**src/verilog/tpm_pkg.sv**
```systemverilog
package tpm_pkg;
	localparam int ADDR_W = 4;
	localparam int DATA_W = 8;
	localparam int PSC_W = 4;
	localparam logic [3:0] A_CTRL = 4'h0;
	localparam logic [3:0] A_MODE = 4'h1;
	localparam logic [3:0] A_PSC = 4'h2;
	localparam logic [3:0] A_LOW0 = 4'h3;
	localparam logic [3:0] A_HIGH0 = 4'h4;
	localparam logic [3:0] A_LREL0 = 4'h5;
	localparam logic [3:0] A_HREL0 = 4'h6;
	localparam logic [3:0] A_LOW1 = 4'h7;
	localparam logic [3:0] A_HIGH1 = 4'h8;
	localparam logic [3:0] A_LREL1 = 4'h9;
	localparam logic [3:0] A_HREL1 = 4'hA;
	localparam logic [3:0] A_STAT = 4'hB;
	localparam logic [3:0] A_MASK = 4'hC;
	localparam logic [3:0] A_PINS = 4'hD;
	localparam logic [3:0] A_CMP0 = 4'hE;
	localparam logic [3:0] A_CMP1 = 4'hF;
	localparam int RUN0_BIT = 0;
	localparam int RUN1_BIT = 1;
	localparam int GATE0_BIT = 2;
	localparam int GATE1_BIT = 3;
	localparam int PWM0_BIT = 4;
	localparam int PWM1_BIT = 5;
	localparam int MODE0_POS = 0;
	localparam int MODE1_POS = 2;
	localparam logic [1:0] MODE_LOG = 2'h0;
	localparam logic [1:0] MODE_LIN = 2'h1;
	localparam logic [1:0] MODE_FREQ = 2'h2;
	localparam logic [1:0] MODE_SPLIT = 2'h3;
	localparam int OVF0_BIT = 0;
	localparam int OVF1_BIT = 1;
	localparam logic [7:0] CTRL_RST = 8'h00;
	localparam logic [7:0] MODE_RST = 8'h00;
	localparam logic [7:0] BYTE_RST = 8'h00;
	localparam logic [3:0] PSC_RST = 4'h0;
	localparam logic [1:0] FLAG_RST = 2'h0;
	localparam logic [7:0] CNT_MAX = 8'hFF;
	localparam logic [7:0] CNT_ZERO = 8'h00;
endpackage

```
**src/verilog/tpm_prescale.sv**
```systemverilog
`timescale 1ns/10ps
module tpm_prescale (
	input wire logic clk_in,
	input wire logic arst_n_in,
	input wire logic [tpm_pkg::PSC_W-1:0] psc_val_in,
	output logic tick_out
);
	logic [tpm_pkg::PSC_W-1:0] cnt_r;

	// one enable pulse every psc_val+1 clocks
	assign tick_out = (cnt_r >= psc_val_in);

	always_ff @(posedge clk_in or negedge arst_n_in) begin
		if (!arst_n_in) begin
			cnt_r <= tpm_pkg::PSC_RST;
		end else if (tick_out) begin
			cnt_r <= tpm_pkg::PSC_RST;
		end else begin
			cnt_r <= cnt_r + 4'h1;
		end
	end
endmodule

```
**src/verilog/tpm_cmp.sv**
```systemverilog
`timescale 1ns/10ps
module tpm_cmp (
	input wire logic clk_in,
	input wire logic arst_n_in,
	input wire logic step_in,
	input wire logic [7:0] cnt_nxt_in,
	input wire logic [7:0] duty_in,
	input wire logic toggle_in,
	output logic wave_out,
	output logic [7:0] cmp_out
);
	logic [7:0] cmp_r;
	logic wave_r;

	assign wave_out = wave_r;
	assign cmp_out = cmp_r;

	// duty only latched at wrap, so mid-period writes cannot glitch
	always_ff @(posedge clk_in or negedge arst_n_in) begin
		if (!arst_n_in) begin
			cmp_r <= tpm_pkg::BYTE_RST;
		end else if (step_in && cnt_nxt_in == tpm_pkg::CNT_ZERO) begin
			cmp_r <= duty_in;
		end
	end

	always_ff @(posedge clk_in or negedge arst_n_in) begin
		if (!arst_n_in) begin
			wave_r <= 1'b0;
		end else if (toggle_in) begin
			wave_r <= ~wave_r;
		end else if (step_in) begin
			if (cnt_nxt_in == tpm_pkg::CNT_ZERO) begin
				// zero duty keeps the pin low all period
				wave_r <= (duty_in != tpm_pkg::CNT_ZERO);
			end else if (cnt_nxt_in == cmp_r) begin
				wave_r <= 1'b0;
			end
		end
	end
endmodule

```
**src/verilog/tpm_top.sv**
```systemverilog
`timescale 1ns/10ps
module tpm_top (
	input wire logic CLK_IN,
	input wire logic ARST_N_IN,
	input wire logic [tpm_pkg::ADDR_W-1:0] ADDR_IN,
	input wire logic [tpm_pkg::DATA_W-1:0] WDATA_IN,
	input wire logic WR_IN,
	input wire logic RD_IN,
	output logic [tpm_pkg::DATA_W-1:0] RDATA_OUT,
	input wire logic EXT_EXT_INTERRUPT0_PIN_PIN_IN,
	input wire logic EXT_INT1_PIN_IN,
	output logic TIMER0_PIN_OUT,
	output logic TIMER1_PIN_OUT,
	output logic BAUD_TICK_OUT,
	output logic IRQ_OUT
);
	logic [7:0] ctrl_r;
	logic [7:0] mode_r;
	logic [3:0] psc_r;
	logic [7:0] low0_r;
	logic [7:0] high0_r;
	logic [7:0] lrel0_r;
	logic [7:0] hrel0_r;
	logic [7:0] low1_r;
	logic [7:0] high1_r;
	logic [7:0] lrel1_r;
	logic [7:0] hrel1_r;
	logic [1:0] stat_r;
	logic [1:0] mask_r;
	logic [7:0] rdata_r;
	logic [2:0] ext_interrupt0_pin_sync_r;
	logic [2:0] int1_sync_r;
	logic ext_interrupt0_pin_lvl_r;
	logic int1_lvl_r;
	logic pin0_r;
	logic pin1_r;
	logic baud_r;
	logic tick;
	logic [1:0] mode0;
	logic [1:0] mode1;
	logic split0;
	logic lin0;
	logic lin1;
	logic en0;
	logic en1;
	logic en0h;
	logic low0_ovf;
	logic low1_ovf;
	logic high0_step;
	logic high1_step;
	logic high0_ovf;
	logic high1_ovf;
	logic ovf1_own;
	logic [1:0] flag_set;
	logic cmp0_step;
	logic cmp1_step;
	logic [7:0] cmp0_cnt;
	logic [7:0] cmp1_cnt;
	logic [7:0] cmp0_duty;
	logic [7:0] cmp1_duty;
	logic cmp0_tog;
	logic cmp1_tog;
	logic wave0;
	logic wave1;
	logic [7:0] cmp0_val;
	logic [7:0] cmp1_val;
	logic [7:0] rd_mux;

	function automatic logic wr_at(input logic wr, input logic [3:0] a,
		input logic [3:0] sel);
		return wr && (a == sel);
	endfunction

	function automatic logic [7:0] inc8(input logic [7:0] v);
		return 8'(v + 8'h01);
	endfunction

	// next low byte: reload source depends on mode
	function automatic logic [7:0] low_nxt(input logic [1:0] m,
		input logic [7:0] low, input logic [7:0] lrel,
		input logic [7:0] high);
		logic [7:0] r;
		r = inc8(low);
		if (low == tpm_pkg::CNT_MAX) begin
			if (m == tpm_pkg::MODE_FREQ) begin
				r = high;
			end else if (m != tpm_pkg::MODE_SPLIT) begin
				r = lrel;
			end
		end
		return r;
	endfunction

	assign mode0 = mode_r[tpm_pkg::MODE0_POS +: 2];
	assign mode1 = mode_r[tpm_pkg::MODE1_POS +: 2];
	assign split0 = (mode0 == tpm_pkg::MODE_SPLIT);
	assign lin0 = (mode0 == tpm_pkg::MODE_LIN) || (mode0 == tpm_pkg::MODE_LOG);
	assign lin1 = (mode1 == tpm_pkg::MODE_LIN) || (mode1 == tpm_pkg::MODE_LOG);

	tpm_prescale u_psc (
		.clk_in(CLK_IN),
		.arst_n_in(ARST_N_IN),
		.psc_val_in(psc_r),
		.tick_out(tick)
	);

	// gate: count only while the external pin is high
	assign en0 = tick && ctrl_r[tpm_pkg::RUN0_BIT]
		&& (!ctrl_r[tpm_pkg::GATE0_BIT] || ext_interrupt0_pin_lvl_r);
	// own mode 3 freezes timer 1 like a cleared run bit
	assign en1 = tick && ctrl_r[tpm_pkg::RUN1_BIT]
		&& (!ctrl_r[tpm_pkg::GATE1_BIT] || int1_lvl_r)
		&& (mode1 != tpm_pkg::MODE_SPLIT);
	// split high byte: plain timer on run bit 1, no gate
	assign en0h = tick && ctrl_r[tpm_pkg::RUN1_BIT];

	assign low0_ovf = en0 && (low0_r == tpm_pkg::CNT_MAX);
	assign low1_ovf = en1 && (low1_r == tpm_pkg::CNT_MAX);
	assign high0_step = split0 ? en0h : (lin0 && low0_ovf);
	assign high1_step = lin1 && low1_ovf;
	assign high0_ovf = high0_step && (high0_r == tpm_pkg::CNT_MAX);
	assign high1_ovf = high1_step && (high1_r == tpm_pkg::CNT_MAX);
	assign ovf1_own = (mode1 == tpm_pkg::MODE_FREQ) ? low1_ovf : high1_ovf;
	// flags keep working in every mode
	assign flag_set[tpm_pkg::OVF0_BIT] = lin0 ? high0_ovf : low0_ovf;
	assign flag_set[tpm_pkg::OVF1_BIT] = split0 ? high0_ovf : ovf1_own;

	// channel 0: high byte in modes 0/1, low byte in split
	assign cmp0_step = split0 ? en0 : high0_step;
	assign cmp0_cnt = split0 ? inc8(low0_r) : inc8(high0_r);
	assign cmp0_duty = split0 ? lrel0_r : hrel0_r;
	assign cmp0_tog = (mode0 == tpm_pkg::MODE_FREQ) && low0_ovf;
	assign cmp1_step = split0 ? en0h : high1_step;
	assign cmp1_cnt = split0 ? inc8(high0_r) : inc8(high1_r);
	assign cmp1_duty = split0 ? hrel0_r : hrel1_r;
	assign cmp1_tog = !split0 && (mode1 == tpm_pkg::MODE_FREQ) && low1_ovf;

	tpm_cmp u_cmp0 (
		.clk_in(CLK_IN),
		.arst_n_in(ARST_N_IN),
		.step_in(cmp0_step),
		.cnt_nxt_in(cmp0_cnt),
		.duty_in(cmp0_duty),
		.toggle_in(cmp0_tog),
		.wave_out(wave0),
		.cmp_out(cmp0_val)
	);

	tpm_cmp u_cmp1 (
		.clk_in(CLK_IN),
		.arst_n_in(ARST_N_IN),
		.step_in(cmp1_step),
		.cnt_nxt_in(cmp1_cnt),
		.duty_in(cmp1_duty),
		.toggle_in(cmp1_tog),
		.wave_out(wave1),
		.cmp_out(cmp1_val)
	);

	// three stages; a level change counts once stages 2 and 3 agree
	always_ff @(posedge CLK_IN or negedge ARST_N_IN) begin
		if (!ARST_N_IN) begin
			ext_interrupt0_pin_sync_r <= 3'h0;
			int1_sync_r <= 3'h0;
			ext_interrupt0_pin_lvl_r <= 1'b0;
			int1_lvl_r <= 1'b0;
		end else begin
			ext_interrupt0_pin_sync_r <= {ext_interrupt0_pin_sync_r[1:0], EXT_EXT_INTERRUPT0_PIN_PIN_IN};
			int1_sync_r <= {int1_sync_r[1:0], EXT_INT1_PIN_IN};
			if (ext_interrupt0_pin_sync_r[1] == ext_interrupt0_pin_sync_r[2]) begin
				ext_interrupt0_pin_lvl_r <= ext_interrupt0_pin_sync_r[2];
			end
			if (int1_sync_r[1] == int1_sync_r[2]) begin
				int1_lvl_r <= int1_sync_r[2];
			end
		end
	end

	// control registers; reload bytes are plain storage in mode 2
	always_ff @(posedge CLK_IN or negedge ARST_N_IN) begin
		if (!ARST_N_IN) begin
			ctrl_r <= tpm_pkg::CTRL_RST;
			mode_r <= tpm_pkg::MODE_RST;
			psc_r <= tpm_pkg::PSC_RST;
			lrel0_r <= tpm_pkg::BYTE_RST;
			hrel0_r <= tpm_pkg::BYTE_RST;
			lrel1_r <= tpm_pkg::BYTE_RST;
			hrel1_r <= tpm_pkg::BYTE_RST;
			mask_r <= tpm_pkg::FLAG_RST;
		end else if (WR_IN) begin
			case (ADDR_IN)
				tpm_pkg::A_CTRL: ctrl_r <= WDATA_IN;
				tpm_pkg::A_MODE: mode_r <= WDATA_IN;
				tpm_pkg::A_PSC: psc_r <= WDATA_IN[3:0];
				tpm_pkg::A_LREL0: lrel0_r <= WDATA_IN;
				tpm_pkg::A_HREL0: hrel0_r <= WDATA_IN;
				tpm_pkg::A_LREL1: lrel1_r <= WDATA_IN;
				tpm_pkg::A_HREL1: hrel1_r <= WDATA_IN;
				tpm_pkg::A_MASK: mask_r <= WDATA_IN[1:0];
				default: ;
			endcase
		end
	end

	// software writes win over a count step in the same cycle
	always_ff @(posedge CLK_IN or negedge ARST_N_IN) begin
		if (!ARST_N_IN) begin
			low0_r <= tpm_pkg::BYTE_RST;
			high0_r <= tpm_pkg::BYTE_RST;
		end else begin
			if (wr_at(WR_IN, ADDR_IN, tpm_pkg::A_LOW0)) begin
				low0_r <= WDATA_IN;
			end else if (en0) begin
				low0_r <= low_nxt(mode0, low0_r, lrel0_r, high0_r);
			end
			if (wr_at(WR_IN, ADDR_IN, tpm_pkg::A_HIGH0)) begin
				high0_r <= WDATA_IN;
			end else if (high0_step) begin
				high0_r <= inc8(high0_r);
			end
		end
	end

	always_ff @(posedge CLK_IN or negedge ARST_N_IN) begin
		if (!ARST_N_IN) begin
			low1_r <= tpm_pkg::BYTE_RST;
			high1_r <= tpm_pkg::BYTE_RST;
		end else begin
			if (wr_at(WR_IN, ADDR_IN, tpm_pkg::A_LOW1)) begin
				low1_r <= WDATA_IN;
			end else if (en1) begin
				low1_r <= low_nxt(mode1, low1_r, lrel1_r, high1_r);
			end
			if (wr_at(WR_IN, ADDR_IN, tpm_pkg::A_HIGH1)) begin
				high1_r <= WDATA_IN;
			end else if (high1_step) begin
				high1_r <= inc8(high1_r);
			end
		end
	end

	// sticky flags, cleared by reading; a new event wins the clear
	always_ff @(posedge CLK_IN or negedge ARST_N_IN) begin
		if (!ARST_N_IN) begin
			stat_r <= tpm_pkg::FLAG_RST;
		end else if (RD_IN && ADDR_IN == tpm_pkg::A_STAT) begin
			stat_r <= flag_set;
		end else begin
			stat_r <= stat_r | flag_set;
		end
	end

	// idle pin reads high like a released port line
	always_ff @(posedge CLK_IN or negedge ARST_N_IN) begin
		if (!ARST_N_IN) begin
			pin0_r <= 1'b1;
			pin1_r <= 1'b1;
			baud_r <= 1'b0;
		end else begin
			pin0_r <= ctrl_r[tpm_pkg::PWM0_BIT] ? wave0 : 1'b1;
			pin1_r <= ctrl_r[tpm_pkg::PWM1_BIT] ? wave1 : 1'b1;
			baud_r <= ovf1_own;
		end
	end

	always_comb begin
		rd_mux = 8'h00;
		case (ADDR_IN)
			tpm_pkg::A_CTRL: rd_mux = ctrl_r;
			tpm_pkg::A_MODE: rd_mux = mode_r;
			tpm_pkg::A_PSC: rd_mux = {4'h0, psc_r};
			tpm_pkg::A_LOW0: rd_mux = low0_r;
			tpm_pkg::A_HIGH0: rd_mux = high0_r;
			tpm_pkg::A_LREL0: rd_mux = lrel0_r;
			tpm_pkg::A_HREL0: rd_mux = hrel0_r;
			tpm_pkg::A_LOW1: rd_mux = low1_r;
			tpm_pkg::A_HIGH1: rd_mux = high1_r;
			tpm_pkg::A_LREL1: rd_mux = lrel1_r;
			tpm_pkg::A_HREL1: rd_mux = hrel1_r;
			tpm_pkg::A_STAT: rd_mux = {6'h00, stat_r};
			tpm_pkg::A_MASK: rd_mux = {6'h00, mask_r};
			tpm_pkg::A_PINS: rd_mux = {6'h00, wave1, wave0};
			tpm_pkg::A_CMP0: rd_mux = cmp0_val;
			tpm_pkg::A_CMP1: rd_mux = cmp1_val;
			default: rd_mux = 8'h00;
		endcase
	end

	// read data valid only in the cycle after the strobe
	always_ff @(posedge CLK_IN or negedge ARST_N_IN) begin
		if (!ARST_N_IN) begin
			rdata_r <= 8'h00;
		end else begin
			rdata_r <= RD_IN ? rd_mux : 8'h00;
		end
	end

	assign RDATA_OUT = rdata_r;
	assign TIMER0_PIN_OUT = pin0_r;
	assign TIMER1_PIN_OUT = pin1_r;
	assign BAUD_TICK_OUT = baud_r;
	assign IRQ_OUT = |(stat_r & mask_r);
endmodule

```
**config.mk**
```make
export PLATFORM = sky130hd
export DESIGN_NAME = tpm_top
export DESIGN_NICKNAME = d
export VERILOG_FILES = /design/src/verilog/tpm_pkg.sv /design/src/verilog/tpm_prescale.sv /design/src/verilog/tpm_cmp.sv /design/src/verilog/tpm_top.sv
export SDC_FILE = /design/constraint.sdc
export NUM_CORES = 1
export LEC_CHECK = 0
export BUFFER_PORTS_ARGS = -buffer_cell sky130_fd_sc_hd__buf_2
export CELL_PAD_IN_SITES_DETAIL_PLACEMENT = 2
export CELL_PAD_IN_SITES_GLOBAL_PLACEMENT = 2
export CORE_AREA = 2 2 147 149
export CTS_BUF_LIST = sky130_fd_sc_hd__clkbuf_16
export DETAILED_ROUTE_END_ITERATION = 6
export DIE_AREA = 0 0 149 151
export PLACE_DENSITY_LB_ADDON = 0.05
export SYNTH_ARGS = -nofsm -noshare
export SYNTH_HDL_FRONTEND = slang
export SYNTH_SLANG_ARGS = --single-unit
export TNS_END_PERCENT = 10
```
**constraint.sdc**
```tcl
create_clock -name CLK_IN -period 6.65 [get_ports CLK_IN]
set_input_delay 1.33 -clock CLK_IN [delete_from_list [all_inputs] [get_ports CLK_IN]]
set_output_delay 1.33 -clock CLK_IN [all_outputs]
set_load 0.01 [all_outputs]
```
* After elaboration in Yosys (flattened, before gate mapping) *
Index checks and enable logic that the tools add are counted.

word-level totals
  register bits = 129
  output and inout port bits = 12
  bits of input ports = 18
  logic and storage cells = 158

operators by class
  add/subtract/negate cells = 5
  bitwise logic cells = 4
  order comparisons = 1
  reductions and logical operators = 54
  equality and inequality tests = 30
  mux-type cells = 38

operators by type and width
  operator               number
  $mux W8                19
  $pmux W8 S16           1
  $add A8 B1 Y8 const B  4
  $eq A4 B4 Y1 const B   8
  $eq A8 B8 Y1 const B   4
  $logic_and A1 B1 Y1    21
  $reduce_and A2 Y1      10
  $eq A4 B3 Y1 const B   4
  $eq A8 B8 Y1           2
  $logic_not A8 Y1       2
  $mux W1                16
  $reduce_bool A8 Y1     2
  $reduce_bool A2 Y1     6
  $eq A4 B2 Y1 const B   2
  $eq A2 B2 Y1 const B   3
  $reduce_bool A3 Y1     2
  $add A4 B1 Y4 const B  1
  $eq A2 B1 Y1 const B   2
  $eq A4 B1 Y1 const B   1
  $ge A4 B4 Y1           1
  $logic_not A2 Y1       2
  $logic_not A4 Y1       1
  $logic_or A1 B1 Y1     4
  $mux W4                1
  8 further kinds        13

* Longest topological paths before layout *
  depth after elaboration = 11
  depth in mapped cells = 12
  mapped depth without buffers = 10

* By module *
A second synthesis with hierarchy kept.

second synthesis, totals
  cells, all modules = 832
  area total of the unflattened synthesis = 7,992.7 um^2

modules (own cells, without submodules)
  module        cells each  area an instance (um^2)  instances  seq. area each (um^2)
  tpm_top       729         6,717.7                  1          2,680.1
  tpm_cmp       38          495.5                    2          225.2
  tpm_prescale  27          284.0                    1          100.1

* Least setup slack after synthesis *
OpenSTA, ideal clock, no wires.

  kind = in2reg
  start point = in ADDR_IN[2] (netlist bit)
  end point = reg lrel0_r[3]
  path slack = 3.747 ns
  stages on the path = 7
  required time = 6.525 ns
  data arrival time = 2.778 ns
  path buffers = 2
  cells stage by stage = clkbuf_1 inv_1 nor2_1 nand2_1 nor2_1 clkbuf_1 mux2_2

between the ends
  cells in the longest elaborated chain, start to end = 2

ends and longest elaborated chain
  item                                line            text
  from (decl)                         tpm_top.sv:5    input wire logic [tpm_pkg::ADDR_W-1:0] ADDR_IN,
  $eq A4 B3 Y1                        tpm_top.sv:191  case (ADDR_IN)
  $reduce_and A2 Y1 (no source line)  --
  to (signal assigned)                tpm_top.sv:185  lrel0_r <= tpm_pkg::BYTE_RST;
  to (decl)                           tpm_top.sv:22   logic [7:0] lrel0_r;

Every way passes these cells.
A chain may end at the register's enable or synchronous reset.

* Worst setup path after layout *
  start point = reg mode_r[1]
  end point = reg u_cmp1.wave_r, in the netlist u_cmp1.wave_out

between the ends
  cells in the longest elaborated chain, start to end = 6
  elaborated cells on any way between the ends = 16
  those cells by class = 2 x eq/ne; 6 x mux; 8 x reduce/logical

ends and longest elaborated chain
  item                                                   line                           text
  from (decl)                                            tpm_top.sv:18                  logic [7:0] mode_r;
  from (signal assigned)                                 tpm_top.sv:183                 mode_r <= tpm_pkg::MODE_RST;
  $eq A2 B2 Y1 *                                         tpm_top.sv:96                  assign split0 = (mode0 == tpm_pkg::MODE_SPLIT);
  $mux W8 (tied with other cells)                        tpm_top.sv:135                 assign cmp1_duty = split0 ? hrel0_r : hrel1_r;
  $reduce_bool A8 Y1 (tied with other cells)             tpm_cmp.sv:35                  wave_r <= (duty_in != tpm_pkg::CNT_ZERO);
  $mux W1 / $logic_and A1 B1 Y1 (equally long branches)  tpm_cmp.sv:33, tpm_top.sv:136
  $mux W1 (tied with other cells)                        tpm_cmp.sv:32                  end else if (step_in) begin
  $mux W1 / $reduce_and A2 Y1 (equally long branches)    --
  to (signal assigned)                                   tpm_cmp.sv:31                  wave_r <= ~wave_r;
  to (signal assigned)                                   tpm_cmp.sv:35
  to (decl)                                              tpm_cmp.sv:13                  logic wave_r;

Every way passes the cells marked *; elsewhere a longest branch is shown, timed or not. The select of a mux whose other input is x is not followed.

==> results.cfg <==
[power_and_ir_drop]
finalPower_uw = 3310
pwr_density_cell_nw_per_um2 = 365
vdd_ir_drop_max_mv = 0.156
cellLeakagePower_uw = 0.00365

[logic_synthesis]
synthFlopType = dfrtp_1
synth_cell_type_count = 70
ys_top_cells_by_area = dfrtp_1 38%, mux2_2 6.8%, o21ai_0 5.3%
yosysTopAreaCellShare = 0.385
synth_area_per_cell_um2 = 8.66
yosys_warnings = 0
synth_area_um2 = 8260
synth_enable_flop_cells = 0
syn_inst = 954
largest_area_contributor_in_the_synthesized_netlist = dfrtp_1
synth.top_cells.by_count = 127 x dfrtp_1, 117 x nand2_1, 88 x o21ai_0, 67 x nor2_1, 61 x clkbuf_1
synth_sequential_area_ratio = 0.391
synth.ff_latch_count = 129
post-synth-top-count-cell = dfrtp_1
postSynth.asyncResetShare = 1.00
synth_fp_nets = 981

[route]
drtAntennaViolNets = 0
wl_cell_um = 28.9
remaining_drc_errors = 0
route.vias.total = 7790
finalWirelength_mm = 35.1
iteration_0_drc_count_of_the_detailed_router = 609
average_via_count_per_standard_cell = 6.41
drt-pass1-iter-count = 7

[timing]
max-slew-margin-rel = 0.319
tightest_slew_ps = 1020
timing.final.crit_share = 0.575
timing.final.max_slew_violations = 0
period_minus_slack_ps = 3830
clock-skew-final_ps = 13.4
hold_vio_cnt_final = 0
unrepaired_setup_endpoints_after_global_routing = no
max_freq_mhz = 261
setup_violations = 0
totalNegativeSetupSlack_ps = 0

[placed_design]
dpl.hpwl_mm = 25.0
finalWeightedCongestion = 0.915
io_buffers = 29
number_of_placed_cells_counting_well_taps = 1184

[min_path]
worstHoldStart = ext_interrupt0_pin_sync_r[0]$_DFF_PN0_
hold-path-cell-count = 0
min_path_type = register to register
min_delay_worst_endpoint = ext_interrupt0_pin_sync_r[1]$_DFF_PN0_

[run]
max-cap-violations = 0

[cts]
post_cts_resized = 0
cts_hold_buffers = 0
cts_clk_pin_slew_worst_paths_ps = 70
clockBufferDepth = 2
cts.sinks = 129
clkLatencyLatePin_ps = 440
cts_made_buffers = 17
htree_num_levels = 4
tritoncts_clock_tree = yes
post_cts_setup_inserts = 0
ctsRootBufferMaster = clkbuf_16

[floorplan]
floorplan.core_area_um2 = 20800
core.rowCount = 53
initial_core_utilization = 0.397
die_outline_width_um = 149
num_io_pins = 30
die_h_um = 151
fp.dieArea_um2 = 22500

[run_status]
outcome = complete, no violations

[grt]
first_global_vias = 8240
antenna_violations_before_repair = 2
grtUsageTotal = 0.323
grt_first_pass_wirelength_mm = 52.8
maximum_number_of_pins_on_one_net_before_global_route_repair = 66
grt_remaining_overflow = 0

[setup_path]
setup.worst_path.class = register to register
cp-start-kind = register
r2r.worst_path.cells = 8
worstPathMaxFanout = 28
crit-reg2reg-capture = u_cmp1.wave_out$_DFFE_PN0P_
reg2reg_setup_slack_ps = 2820
data_required_time_of_the_worst_path_ps = 6970
cp-end-kind = register
worst-endpoint-arrival_ps = 4150
rr_startpoint = mode_r[1]$_DFFE_PN0P_

[finish]
n_antenna_cell = 0
fillerInstances = 2361
finalNetCount = 955
layout_cell_share_with_drive_strength_beyond_1 = 0.137
area_growth_syn_to_layout_pct = 9.85
final_core_util = 0.436
layoutNonFillerInstCount = 1216
per-layer routing:
metal / global-route usage / up-vias / part of all wire
li1: - / 3402 / -
met3: 0.0491 / 83 / 0.051
met5: 0 / - / 0
met4: 0.155 / 0 / 0.046
met1: 0.425 / 4068 / 0.43
met2: 0.523 / 237 / 0.47
cell type report:
type,instances,area (um^2),area share
clock inverter,15,183,0.0201
clock buffer,17,425,0.0469
sequential,129,3230,0.356
multi-input combinational,726,4620,0.510
inverter,20,75.1,0.00828
timing repair buffer,34,189,0.0208
tap,275,344,0.0379
layout by cell type (no fill, tap or decap), types with 15 or more instances in the layout:
master     instances
nand2_1          117
clkbuf_16         17
mux2_2            50
a31oi_1           17
xor2_1            18
nand3_1           38
nor2_1            67
a21oi_1           56
dfrtp_1          127
o21ai_0           88
inv_1             21
buf_2             28
mux2i_1           30
o22ai_1           17
nand4_1           15
xnor2_1           32
and3_1            15
worst max-delay path, cell delays in order, from the launching register on:
cell	delay, ps
dfrtp_1	680
nand2_1	650
buf_4	460
nand2_1	210
nor3_1	370
a21oi_1	90
or4_1	690
o311a_1	260
o31a_1	300
how the worst max path moves through the flow:
stage	slack [ps]	to	start
3_5_place_dp	2780	low1_r[2]$_DFFE_PN0P_	ADDR_IN[2]
2_1_floorplan	3750	lrel0_r[3]$_DFFE_PN0P_	ADDR_IN[2]
3_3_place_gp	2940	hrel1_r[5]$_DFFE_PN0P_	ADDR_IN[3]
5_1_grt	2770	u_cmp1.wave_out$_DFFE_PN0P_	mode_r[1]$_DFFE_PN0P_
6_report	2820	u_cmp1.wave_out$_DFFE_PN0P_	mode_r[1]$_DFFE_PN0P_
4_1_cts	2990	u_cmp1.wave_out$_DFFE_PN0P_	mode_r[1]$_DFFE_PN0P_
cells by family (layout without fill, tap and decap cells):
kind of cell / count (synthesis) / in the layout / share of synthesized area
AO/OA/AOI/OAI: 257 / 257 / 0.196
XOR/XNOR: 50 / 50 / 0.0530
adder cells (fa/ha/maj): 11 / 11 / 0.0161
buffers and inverters: 99 / 86 / 0.0488
flip-flops: 129 / 129 / 0.391
multiplexers: 80 / 80 / 0.105
AND/OR/NAND/NOR: 328 / 328 / 0.191
report_power, final:
part | leakage (uW) | switching [uW] | internal [uW]
Clock | 0.000293 | 395 | 593
Sequential | 0.00161 | 404 | 946
Combinational | 0.00175 | 570 | 402
Total | 0.00365 | 1370 | 1940
per-stage QoR:
step | hold slack, ps | cell area [um^2] | worst slack, ps
final | 354 | 9070 | 2820
after global routing | 372 | 9070 | 2770
after CTS | 360 | 9070 | 2990
after detailed placement | 340 | 8460 | 2780
after global placement | 339 | 8460 | 2940
after floorplan | 331 | 8260 | 3750
Power figures use the tool's default switching activity.
